===== config.mk =====
export PLATFORM = sky130hd
export DESIGN_NAME = sfec_core
export DESIGN_NICKNAME = d
export VERILOG_FILES = /design/src/rtl/sfec_pkg.sv /design/src/rtl/sfec_core.sv
export SDC_FILE = /design/constraint.sdc
export NUM_CORES = 1
export LEC_CHECK = 0
export ABC_AREA = 0
export BUFFER_PORTS_ARGS = -buffer_cell sky130_fd_sc_hd__clkbuf_2
export CORE_MARGIN = 1.5
export CORE_UTILIZATION = 48
export CTS_CLUSTER_DIAMETER = 80
export DETAILED_ROUTE_END_ITERATION = 10
export GPL_TIMING_DRIVEN = 0
export PLACE_DENSITY_LB_ADDON = 0.12
export RECOVER_POWER = 50
export SLEW_MARGIN = 0
export SYNTH_ARGS = -nofsm -noshare
export SYNTH_HDL_FRONTEND = slang
export SYNTH_SLANG_ARGS = --single-unit

===== constraint.sdc =====
create_clock -name i_ref_clk -period 5.1 [get_ports i_ref_clk]
set_input_delay 1.02 -clock i_ref_clk [delete_from_list [all_inputs] [get_ports i_ref_clk]]
set_output_delay 1.02 -clock i_ref_clk [all_outputs]
set_load 0.03 [all_outputs]

===== src/rtl/sfec_pkg.sv =====
/*
 * sfec_pkg: opcodes, timing constants and widths for the serial flash
 * erase, sleep and identification command logic.
 * assumes the logic runs on a 250 MHz clock.
 */
package sfec_pkg;
    // clock
    localparam int CLK_PERIOD_NS = 4;
    // opcodes
    localparam logic [7:0] OP_WRITE_ENABLE  = 8'h06;
    localparam logic [7:0] OP_WRITE_DISABLE = 8'h04;
    localparam logic [7:0] OP_READ_STATUS   = 8'h05;
    localparam logic [7:0] OP_ERASE_32K     = 8'h52;
    localparam logic [7:0] OP_ERASE_64K     = 8'hD8;
    localparam logic [7:0] OP_CHIP_ERASE_A  = 8'h60;
    localparam logic [7:0] OP_CHIP_ERASE_B  = 8'hC7;
    localparam logic [7:0] OP_DEEP_SLEEP    = 8'hB9;
    localparam logic [7:0] OP_WAKE_AND_ID   = 8'hAB;
    localparam logic [7:0] OP_MAKER_PART_ID = 8'h90;
    localparam logic [7:0] OP_THREE_BYTE_ID = 8'h9F;
    localparam logic [7:0] OP_UNIQUE_ID     = 8'h4B;
    // command boundaries in serial clock rising edges
    localparam logic [11:0] OPCODE_BITS  = 12'h008;
    localparam logic [11:0] ADDR_END     = 12'h020;
    localparam logic [11:0] CNT_MAX      = 12'hFFF;
    // first output byte of each reading command
    localparam logic [8:0] STATUS_START  = 9'h001;
    localparam logic [8:0] WAKE_ID_START = 9'h004;
    localparam logic [8:0] MAKER_START   = 9'h004;
    localparam logic [8:0] THREE_START   = 9'h001;
    localparam logic [8:0] UNIQUE_START  = 9'h005;
    // array and block geometry
    localparam logic [23:0] ARRAY_BYTES  = 24'h02_0000;
    localparam logic [23:0] ARRAY_MASK   = 24'h01_FFFF;
    localparam logic [23:0] BLK32_MASK   = 24'hFF_8000;
    localparam logic [23:0] BLK64_MASK   = 24'hFF_0000;
    // short delays, rounded up to whole cycles
    localparam int SLEEP_ENTRY_DELAY_NS   = 3000;
    localparam int WAKE_DELAY_NS          = 3000;
    localparam int WAKE_WITH_ID_DELAY_NS  = 3000;
    localparam logic [15:0] SLEEP_ENTRY_CYC =
        16'((SLEEP_ENTRY_DELAY_NS + CLK_PERIOD_NS - 1) / CLK_PERIOD_NS);
    localparam logic [15:0] WAKE_CYC =
        16'((WAKE_DELAY_NS + CLK_PERIOD_NS - 1) / CLK_PERIOD_NS);
    localparam logic [15:0] WAKE_ID_CYC =
        16'((WAKE_WITH_ID_DELAY_NS + CLK_PERIOD_NS - 1) / CLK_PERIOD_NS);
    // erase kinds
    localparam logic [1:0] KIND_32K  = 2'h1;
    localparam logic [1:0] KIND_64K  = 2'h2;
    localparam logic [1:0] KIND_CHIP = 2'h3;
    // power states
    typedef enum logic [3:0] {
        ST_AWAKE    = 4'b0001,
        ST_ENTERING = 4'b0010,
        ST_ASLEEP   = 4'b0100,
        ST_WAKING   = 4'b1000
    } sfec_pwr_type;
endpackage


===== src/rtl/sfec_core.sv =====
/*
 * sfec_core: flash-side command decoder for block and chip erase, deep
 * sleep, wake and identification reads over the serial link.
 * assumes select, serial clock and data in come from outside the clock
 * domain; the serial clock is far slower than the 250 MHz clock.
 */
// Operation
// - 52h plus 3 address bytes erases a 32KB block if latch set.
// - D8h plus 3 address bytes erases a 64KB block if latch set.
// - block erase ignores address bits below the block size.
// - block erase runs only if select rises right after 32 bits.
// - valid end starts timed erase; progress flag high until done.
// - write enable latch is cleared during each erase cycle.
// - no block erase inside the protected region.
// - 60h or C7h alone, select after 8 bits, erases the array.
// - full erase only when all block protect bits are zero.
// - B9h ended after 8 bits enters deep sleep after a delay.
// - in deep sleep everything except ABh is ignored.
// - deep sleep request refused while a cycle runs.
// - power loss ends deep sleep; start-up is standby.
// - ABh releases sleep; no command accepted until delay passes.
// - ABh plus 3 dummy bytes streams device id, repeating.
// - ABh ignored while progress flag is set.
// - 90h plus address streams maker then part id, order by A0.
// - 9Fh streams maker id, memory type, then capacity.
// - 9Fh not decoded during a cycle; host avoids it when asleep.
// - select high ends 9Fh and returns to standby.
// - 4Bh plus address and dummy streams the 128-bit unique id.
// - opcode and address sampled on serial clock rising edges.
// - 05h returns the eight status bits for polling.
`timescale 1ns/100ps
`default_nettype none
module sfec_core #(
    parameter int             BLOCK_ERASE_TIME_US = 2000,
    parameter int             FULL_ERASE_TIME_US  = 8000,
    parameter logic [7:0]     MAKER_ID  = 8'h5A,             // arbitrary
    parameter logic [7:0]     PART_ID   = 8'h11,             // arbitrary
    parameter logic [7:0]     MEM_TYPE  = 8'h22,             // arbitrary
    parameter logic [7:0]     CAPACITY  = 8'h11,             // arbitrary
    parameter logic [127:0]   UNIQUE_ID = 128'h0123_4567_89AB_CDEF_0F1E_2D3C_4B5A_6978 // arbitrary
) (
    input  wire logic         i_ref_clk,
    input  wire logic         i_nrst,
    input  wire logic         i_cs_n,
    input  wire logic         i_sclk,
    input  wire logic         i_si,
    input  wire logic [2:0]   i_block_protect,
    output logic              o_so,
    output logic              o_so_oe_n,
    output logic              o_write_in_progress_flag,
    output logic              o_write_enable_latch,
    output logic              o_deep_sleep,
    output logic              o_erase_start,
    output logic [1:0]        o_erase_kind,
    output logic [23:0]       o_erase_base
);
    import sfec_pkg::*;

    localparam logic [31:0] BLOCK_ERASE_CYC =
        32'(BLOCK_ERASE_TIME_US * 1000 / CLK_PERIOD_NS);
    localparam logic [31:0] FULL_ERASE_CYC =
        32'(FULL_ERASE_TIME_US * 1000 / CLK_PERIOD_NS);

    logic [2:0]   sync1_reg;
    logic [2:0]   sync2_reg;
    logic [1:0]   prev_reg;
    logic [11:0]  cnt_reg;
    logic [31:0]  sh_reg;
    logic [7:0]   op_reg;
    logic [7:0]   out_reg;
    logic         so_reg;
    logic         act_reg;
    logic         wip_reg;
    logic         wel_reg;
    logic [31:0]  ers_cnt_reg;
    logic [15:0]  dly_cnt_reg;
    logic         start_reg;
    logic [1:0]   kind_reg;
    logic [23:0]  base_reg;
    sfec_pwr_type pwr_reg;
    sfec_pwr_type pwr_next;
    logic [15:0]  dly_next;

    // two-stage synchronisers for select, clock and data in
    genvar g;
    generate
        for (g = 0; g < 3; g++) begin : g_sync
            always_ff @(posedge i_ref_clk or negedge i_nrst) begin
                if (!i_nrst) begin
                    sync1_reg[g] <= (g == 0) ? 1'b1 : 1'b0;
                    sync2_reg[g] <= (g == 0) ? 1'b1 : 1'b0;
                end else begin
                    sync1_reg[g] <= (g == 0) ? i_cs_n : (g == 1) ? i_sclk : i_si;
                    sync2_reg[g] <= sync1_reg[g];
                end
            end
        end
    endgenerate

    // edge detection on synchronised select and clock
    wire cs_n    = sync2_reg[0];
    wire sck     = sync2_reg[1];
    wire si      = sync2_reg[2];
    wire cs_rise = cs_n & ~prev_reg[0];
    wire sck_ris = ~cs_n & sck & ~prev_reg[1];
    wire sck_fal = ~cs_n & ~sck & prev_reg[1];

    // command classification
    wire end8    = cs_rise & (cnt_reg == OPCODE_BITS);
    wire end32   = cs_rise & (cnt_reg == ADDR_END);
    wire awake   = (pwr_reg == ST_AWAKE);
    wire asleep  = (pwr_reg == ST_ASLEEP) | (pwr_reg == ST_ENTERING);
    wire idle_ok = awake & ~wip_reg;
    wire is_32k  = (op_reg == OP_ERASE_32K);
    wire is_64k  = (op_reg == OP_ERASE_64K);
    wire is_chip = (op_reg == OP_CHIP_ERASE_A) | (op_reg == OP_CHIP_ERASE_B);
    wire [23:0] addr    = sh_reg[23:0];
    wire [23:0] blk_msk = is_32k ? BLK32_MASK : BLK64_MASK;
    wire [23:0] blk_bas = addr & ARRAY_MASK & blk_msk;
    wire [23:0] prot_lo = ARRAY_BYTES >> i_block_protect;
    wire [23:0] blk_top = blk_bas | (ARRAY_MASK & ~blk_msk);
    wire        blk_prt = (i_block_protect != 3'h0) & (blk_top >= prot_lo);
    wire        blk_go  = (is_32k | is_64k) & end32 & ~blk_prt;
    wire        chip_go = is_chip & end8 & (i_block_protect == 3'h0);
    wire        ers_go  = (blk_go | chip_go) & idle_ok & wel_reg;
    wire        write_enable_cmd_go = (op_reg == OP_WRITE_ENABLE) & end8 & idle_ok;
    wire        wrdi_go = (op_reg == OP_WRITE_DISABLE) & end8 & idle_ok;
    wire        dp_go   = (op_reg == OP_DEEP_SLEEP) & end8 & idle_ok;
    wire        wake_go = (op_reg == OP_WAKE_AND_ID) & cs_rise & asleep
                          & ~wip_reg & (cnt_reg >= OPCODE_BITS);
    wire        ers_end = wip_reg & (ers_cnt_reg == 32'h0000_0000);

    // which reading command may drive data out, and its first byte
    wire op_stat  = (op_reg == OP_READ_STATUS) & awake;
    wire op_wake  = (op_reg == OP_WAKE_AND_ID) & ~wip_reg
                    & (awake | asleep);
    wire op_maker = (op_reg == OP_MAKER_PART_ID) & idle_ok;
    wire op_three = (op_reg == OP_THREE_BYTE_ID) & idle_ok;
    wire op_uniq  = (op_reg == OP_UNIQUE_ID) & idle_ok;
    wire [8:0] first = op_stat ? STATUS_START : op_wake ? WAKE_ID_START :
                       op_maker ? MAKER_START : op_three ? THREE_START :
                       UNIQUE_START;
    wire rd_any  = op_stat | op_wake | op_maker | op_three | op_uniq;
    wire [8:0] idx   = cnt_reg[11:3] - first;
    wire       rd_on = rd_any & (cnt_reg[11:3] >= first) & (cnt_reg >= OPCODE_BITS);
    wire [127:0] uid_sh = UNIQUE_ID << {idx, 3'b000};
    wire [7:0] stat_b  = {3'b000, i_block_protect, wel_reg, wip_reg};
    wire [7:0] three_b = (idx == 9'h000) ? MAKER_ID :
                         (idx == 9'h001) ? MEM_TYPE :
                         (idx == 9'h002) ? CAPACITY : 8'h00;
    wire [7:0] maker_b = (idx[0] ^ addr[0]) ? PART_ID : MAKER_ID;
    wire [7:0] uniq_b  = (idx < 9'h010) ? uid_sh[127:120] : 8'h00;
    wire [7:0] byte_b  = op_stat ? stat_b : op_wake ? PART_ID :
                         op_maker ? maker_b : op_three ? three_b : uniq_b;

    // edge history and bit counter from select falling
    always_ff @(posedge i_ref_clk or negedge i_nrst) begin
        if (!i_nrst) begin
            prev_reg <= 2'b01;
            cnt_reg  <= 12'h000;
        end else begin
            prev_reg <= {sck, cs_n};
            if (prev_reg[0])
                cnt_reg <= 12'h000;
            else if (sck_ris && cnt_reg != CNT_MAX)
                cnt_reg <= cnt_reg + 12'h001;
        end
    end

    // opcode and address shift in on rising clock, msb first
    always_ff @(posedge i_ref_clk or negedge i_nrst) begin
        if (!i_nrst) begin
            sh_reg <= 32'h0000_0000;
            op_reg <= 8'h00;
        end else if (sck_ris && cnt_reg < ADDR_END) begin
            sh_reg <= {sh_reg[30:0], si};
            if (cnt_reg == OPCODE_BITS - 12'h001)
                op_reg <= {sh_reg[6:0], si};
        end
    end

    // output shifter: byte load on each boundary, shift on falling clock
    always_ff @(posedge i_ref_clk or negedge i_nrst) begin
        if (!i_nrst) begin
            out_reg <= 8'h00;
            so_reg  <= 1'b0;
            act_reg <= 1'b0;
        end else if (cs_n) begin
            act_reg <= 1'b0;
        end else if (sck_fal) begin
            act_reg <= rd_on;
            if (cnt_reg[2:0] == 3'h0) begin
                so_reg  <= byte_b[7];
                out_reg <= {byte_b[6:0], 1'b0};
            end else begin
                so_reg  <= out_reg[7];
                out_reg <= {out_reg[6:0], 1'b0};
            end
        end
    end

    // write enable latch and progress flag
    always_ff @(posedge i_ref_clk or negedge i_nrst) begin
        if (!i_nrst) begin
            wel_reg <= 1'b0;
            wip_reg <= 1'b0;
        end else begin
            if (write_enable_cmd_go)
                wel_reg <= 1'b1;
            else if (wrdi_go || ers_go)
                wel_reg <= 1'b0;
            if (ers_go)
                wip_reg <= 1'b1;
            else if (ers_end)
                wip_reg <= 1'b0;
        end
    end

    // self-timed erase counter and erase target
    always_ff @(posedge i_ref_clk or negedge i_nrst) begin
        if (!i_nrst) begin
            ers_cnt_reg <= 32'h0000_0000;
            start_reg   <= 1'b0;
            kind_reg    <= 2'h0;
            base_reg    <= 24'h00_0000;
        end else begin
            start_reg <= ers_go;
            if (ers_go) begin
                ers_cnt_reg <= is_chip ? FULL_ERASE_CYC : BLOCK_ERASE_CYC;
                kind_reg    <= is_chip ? KIND_CHIP : is_32k ? KIND_32K : KIND_64K;
                base_reg    <= is_chip ? 24'h00_0000 : blk_bas;
            end else if (wip_reg && ers_cnt_reg != 32'h0000_0000) begin
                ers_cnt_reg <= ers_cnt_reg - 32'h0000_0001;
            end
        end
    end

    // power state next value
    always_comb begin
        pwr_next = pwr_reg;
        dly_next = (dly_cnt_reg != 16'h0000) ? dly_cnt_reg - 16'h0001 : 16'h0000;
        unique case (pwr_reg)
            ST_AWAKE: begin
                if (dp_go) begin
                    pwr_next = ST_ENTERING;
                    dly_next = SLEEP_ENTRY_CYC;
                end
            end
            ST_ENTERING, ST_ASLEEP: begin
                if (wake_go) begin
                    pwr_next = ST_WAKING;
                    dly_next = (cnt_reg == OPCODE_BITS) ? WAKE_CYC : WAKE_ID_CYC;
                end else if (pwr_reg == ST_ENTERING && dly_cnt_reg == 16'h0000) begin
                    pwr_next = ST_ASLEEP;
                end
            end
            ST_WAKING: begin
                if (dly_cnt_reg == 16'h0000)
                    pwr_next = ST_AWAKE;
            end
        endcase
    end

    // power state, reset lands in standby
    always_ff @(posedge i_ref_clk or negedge i_nrst) begin
        if (!i_nrst) begin
            pwr_reg     <= ST_AWAKE;
            dly_cnt_reg <= 16'h0000;
        end else begin
            pwr_reg     <= pwr_next;
            dly_cnt_reg <= dly_next;
        end
    end

    // outputs
    assign o_so                     = so_reg;
    assign o_so_oe_n                = ~act_reg;
    assign o_write_in_progress_flag = wip_reg;
    assign o_write_enable_latch     = wel_reg;
    assign o_deep_sleep             = asleep;
    assign o_erase_start            = start_reg;
    assign o_erase_kind             = kind_reg;
    assign o_erase_base             = base_reg;
endmodule // sfec_core
`default_nettype wire


==> summary.md <==
| Metric | Value |
|---|---|
| Non-filler cells, final | `952` |
| Post-synth EDFFs | `0` |
| Prevailing post-synth register cell | `dfrtp_1` |
| Final hold vios | `0` |
| Number of diodes | `0` |
| Hold Crit Start | `sync1_reg[2]$_DFF_PN0_` |
| Required time of the critical path | `5430 ps` |
| Vias in the first global route | `5255` |
| CP endpoint kind | `flop` |
| IO buf count | `17` |
| Layout cells sized above 1 | `0.1688` |
| # resized after CTS | `0` |
| Syn. warnings | `0` |
| RR Startpoint | `op_reg[4]$_DFFE_PN0P_` |
| TritonRoute pass-1 iters | `5` |
| Synth Register Bits | `113` |
| Final setup viols | `0` |
| Core ar. | `0.01335 sq mm` |
| Post-DR wirelength/cell | `15.59 microns` |
| Initial antenna violation count | `0` |
| Gr ovfl total | `0` |
| Layout net count | `780` |
| Min Clock Period, post-route | `4092 ps` |
| Most frequent cell after synthesis | `dfrtp_1` |
| Setup bufs post-CTS | `0` |
| Post-synthesis instance area | `0.006593 sq mm` |
| Drt via density | `5.631` |
| Ranking of synthesized cells by area | `dfrtp_1 41%, xnor2_1 5.0%, mux2_2 4.3%` |
| Crit Path Class | `flop to flop` |
| CP Max Fanout | `10` |
| Post-Place Cells | `921` |
| Max-cap violations | `1` |
| Crit path DAT | `4420 ps` |
| Post-Syn Instances | `707` |
| RSZ-0062 raised after global routing | `no` |
| Post-synth top area cell | `dfrtp_1` |
| Chip width | `120.2 microns` |
| Pwr/cell area | `307.2 mW/mm^2` |
| Status | `finished with violations` |
| Power Total | `2.335 mW` |
| Io pins | `40` |
| Initial drt markers | `360` |
| Slew headroom | `-0.8573` |
| Via count | `5361` |
| CTS tree | `built` |
| FMAX | `0.2444 GHz` |
| Leak pwr | `3.062 nW` |
| Die height | `120.2 microns` |
| Routed wire length | `14.84 mm` |
| TritonCTS buffer count | `17` |
| Longest Clk Path Bufs | `2` |
| CTS Sinks | `113` |
| Gr usage total | `0.2208` |
| Htree depth | `4` |
| Hpwl dp | `10.30 mm` |
| Setup_tns | `0 ps` |
| Sequential area share after synthesis | `0.4297` |
| Hold slack | `351.8 ps` |
| Area grow syn2layout | `15.28%` |
| Tcrit/Tclk final | `0.8023` |
| Worst reg-to-reg setup slack | `1010 ps` |
| Min-Delay Path Class | `flop to flop` |
| Hold path depth | `0` |
| Largest net degree at the start of global routing | `114` |
| Post-layout utilization of the core | `0.5694` |
| Post-synthesis area per instance | `9.325 sq um` |
| Worst skew pair latency | `420 ps` |
| Starting Density | `0.4939` |
| Slew @ Worst Pin | `2786 ps` |
| Root Driver | `clkbuf_16` |
| Async SR Flop Fraction | `1.000` |
| Post-DRT Antenna Nets | `0` |
| Cell row count | `42` |
| Count of final max-slew check failures | `114` |
| Crit start category | `flop` |
| Post-synth top area share | `0.4137` |
| Clock-pin slew on the worst setup and hold paths | `60 ps` |
| Die Area | `0.01445 sq mm` |
| Failing checks | `max-capacitance violations, max-slew violations` |
| Reg-to-Reg End | `out_reg[2]$_DFFE_PN0P_` |
| Largest register FFs | `32` |
| Post-synth cell types | `73` |
| Most frequent cells after synthesis | `109 x dfrtp_1, 73 x nor2_1, 44 x nand2_1, 44 x nor3_1, 38 x xnor2_1` |
| Hold buffers post-CTS | `0` |
| First-pass GRT wire length | `25.33 mm` |
| Post-route DRC | `0` |
| Clock Skew | `10.69 ps` |
| Routability cong. | `0.8378` |
| Max VDD drop | `0.2444 mV` |
| Worst Reg-to-Reg Cells | `11` |
| WHS Endpoint | `si$_DFF_PN0_` |
==> metal layers <==
metal,GRT usage,vias up,wire length [microns]
li1,-,2612,-
met1,0.2838,2593,6776
met2,0.3629,132,7197
met3,0.04764,24,639
met4,0.09003,0,230
met5,0,-,0
==> how the worst max path moves through the flow <==
stage	startpoint	end	slack (ps)	cells past startpoint
3_3_place_gp	op_reg[4]$_DFFE_PN0P_	out_reg[2]$_DFFE_PN0P_	1170	11
2_1_floorplan	op_reg[4]$_DFFE_PN0P_	out_reg[2]$_DFFE_PN0P_	1760	11
6_report	op_reg[4]$_DFFE_PN0P_	out_reg[2]$_DFFE_PN0P_	1010	11
4_1_cts	op_reg[4]$_DFFE_PN0P_	out_reg[2]$_DFFE_PN0P_	1160	11
3_5_place_dp	op_reg[4]$_DFFE_PN0P_	out_reg[2]$_DFFE_PN0P_	1190	11
5_1_grt	op_reg[4]$_DFFE_PN0P_	out_reg[2]$_DFFE_PN0P_	760	11
==> worst max-delay path, stage by stage, from the launching register on <==
cell	delay, ps
dfrtp_1	360
clkbuf_1	220
or4b_2	760
or3_1	400
a21oi_1	280
ha_1	370
nand2b_1	220
o22ai_1	210
mux2i_1	230
a2111oi_0	600
a211oi_1	100
o31ai_1	220
==> report_power, final <==
part / internal (mW) / leakage (nW) / switching, mW
Sequential: 0.941 / 1.36 / 0.0292
Clock: 0.827 / 0.304 / 0.412
Combinational: 0.0521 / 1.40 / 0.0730
Total: 1.82 / 3.06 / 0.515
==> layout make-up <==
| cell class | instances | area (sq um) |
|---|---|---|
| clock inverters | 9 | 128.9 |
| plain buffers | 57 | 332.8 |
| fillers | 1219 | 5748 |
| multi-input cells | 539 | 3435 |
| well taps | 176 | 220.2 |
| flip-flops and latches | 113 | 2833 |
| repair buffers | 17 | 85.08 |
| clock buffers | 22 | 494.2 |
| inverters | 19 | 71.32 |
==> cell usage in the layout, fill, tap and decap left out, drive strengths merged, types with 6 or more instances in the layout <==
cell / instances
nand2: 45
or2: 8
nor4b: 8
nand2b: 14
o21ai: 22
a21oi: 32
o31ai: 9
mux2: 26
xnor2: 38
nor2b: 9
inv: 19
nor4: 21
or4: 8
and2: 6
clkbuf: 64
xor2: 9
nor2: 73
buf: 32
conb: 22
o21bai: 8
nand4: 9
ha: 8
nor3: 45
dfrtp: 109
nand3: 24
or3: 22
o211ai: 8
==> kinds of logic after synthesis <==
group / share of synthesized area
simple gates: 0.2678
flops: 0.4297
buf+inv: 0.06130
mux: 0.04897
other cells: 0.0005688
compound gates: 0.1141
xor+xnor: 0.06244
fa+ha+maj: 0.01518
==> metrics by stage <==
stage	worst slack (ps)	instance area (sq um)
after CTS	1159	7609
after global routing	756.0	7600
after global placement	1174	6977
after detailed placement	1186	6985
after floorplan	1765	6671
final	1008	7600
No activity file was read; power rests on OpenSTA's default activity.
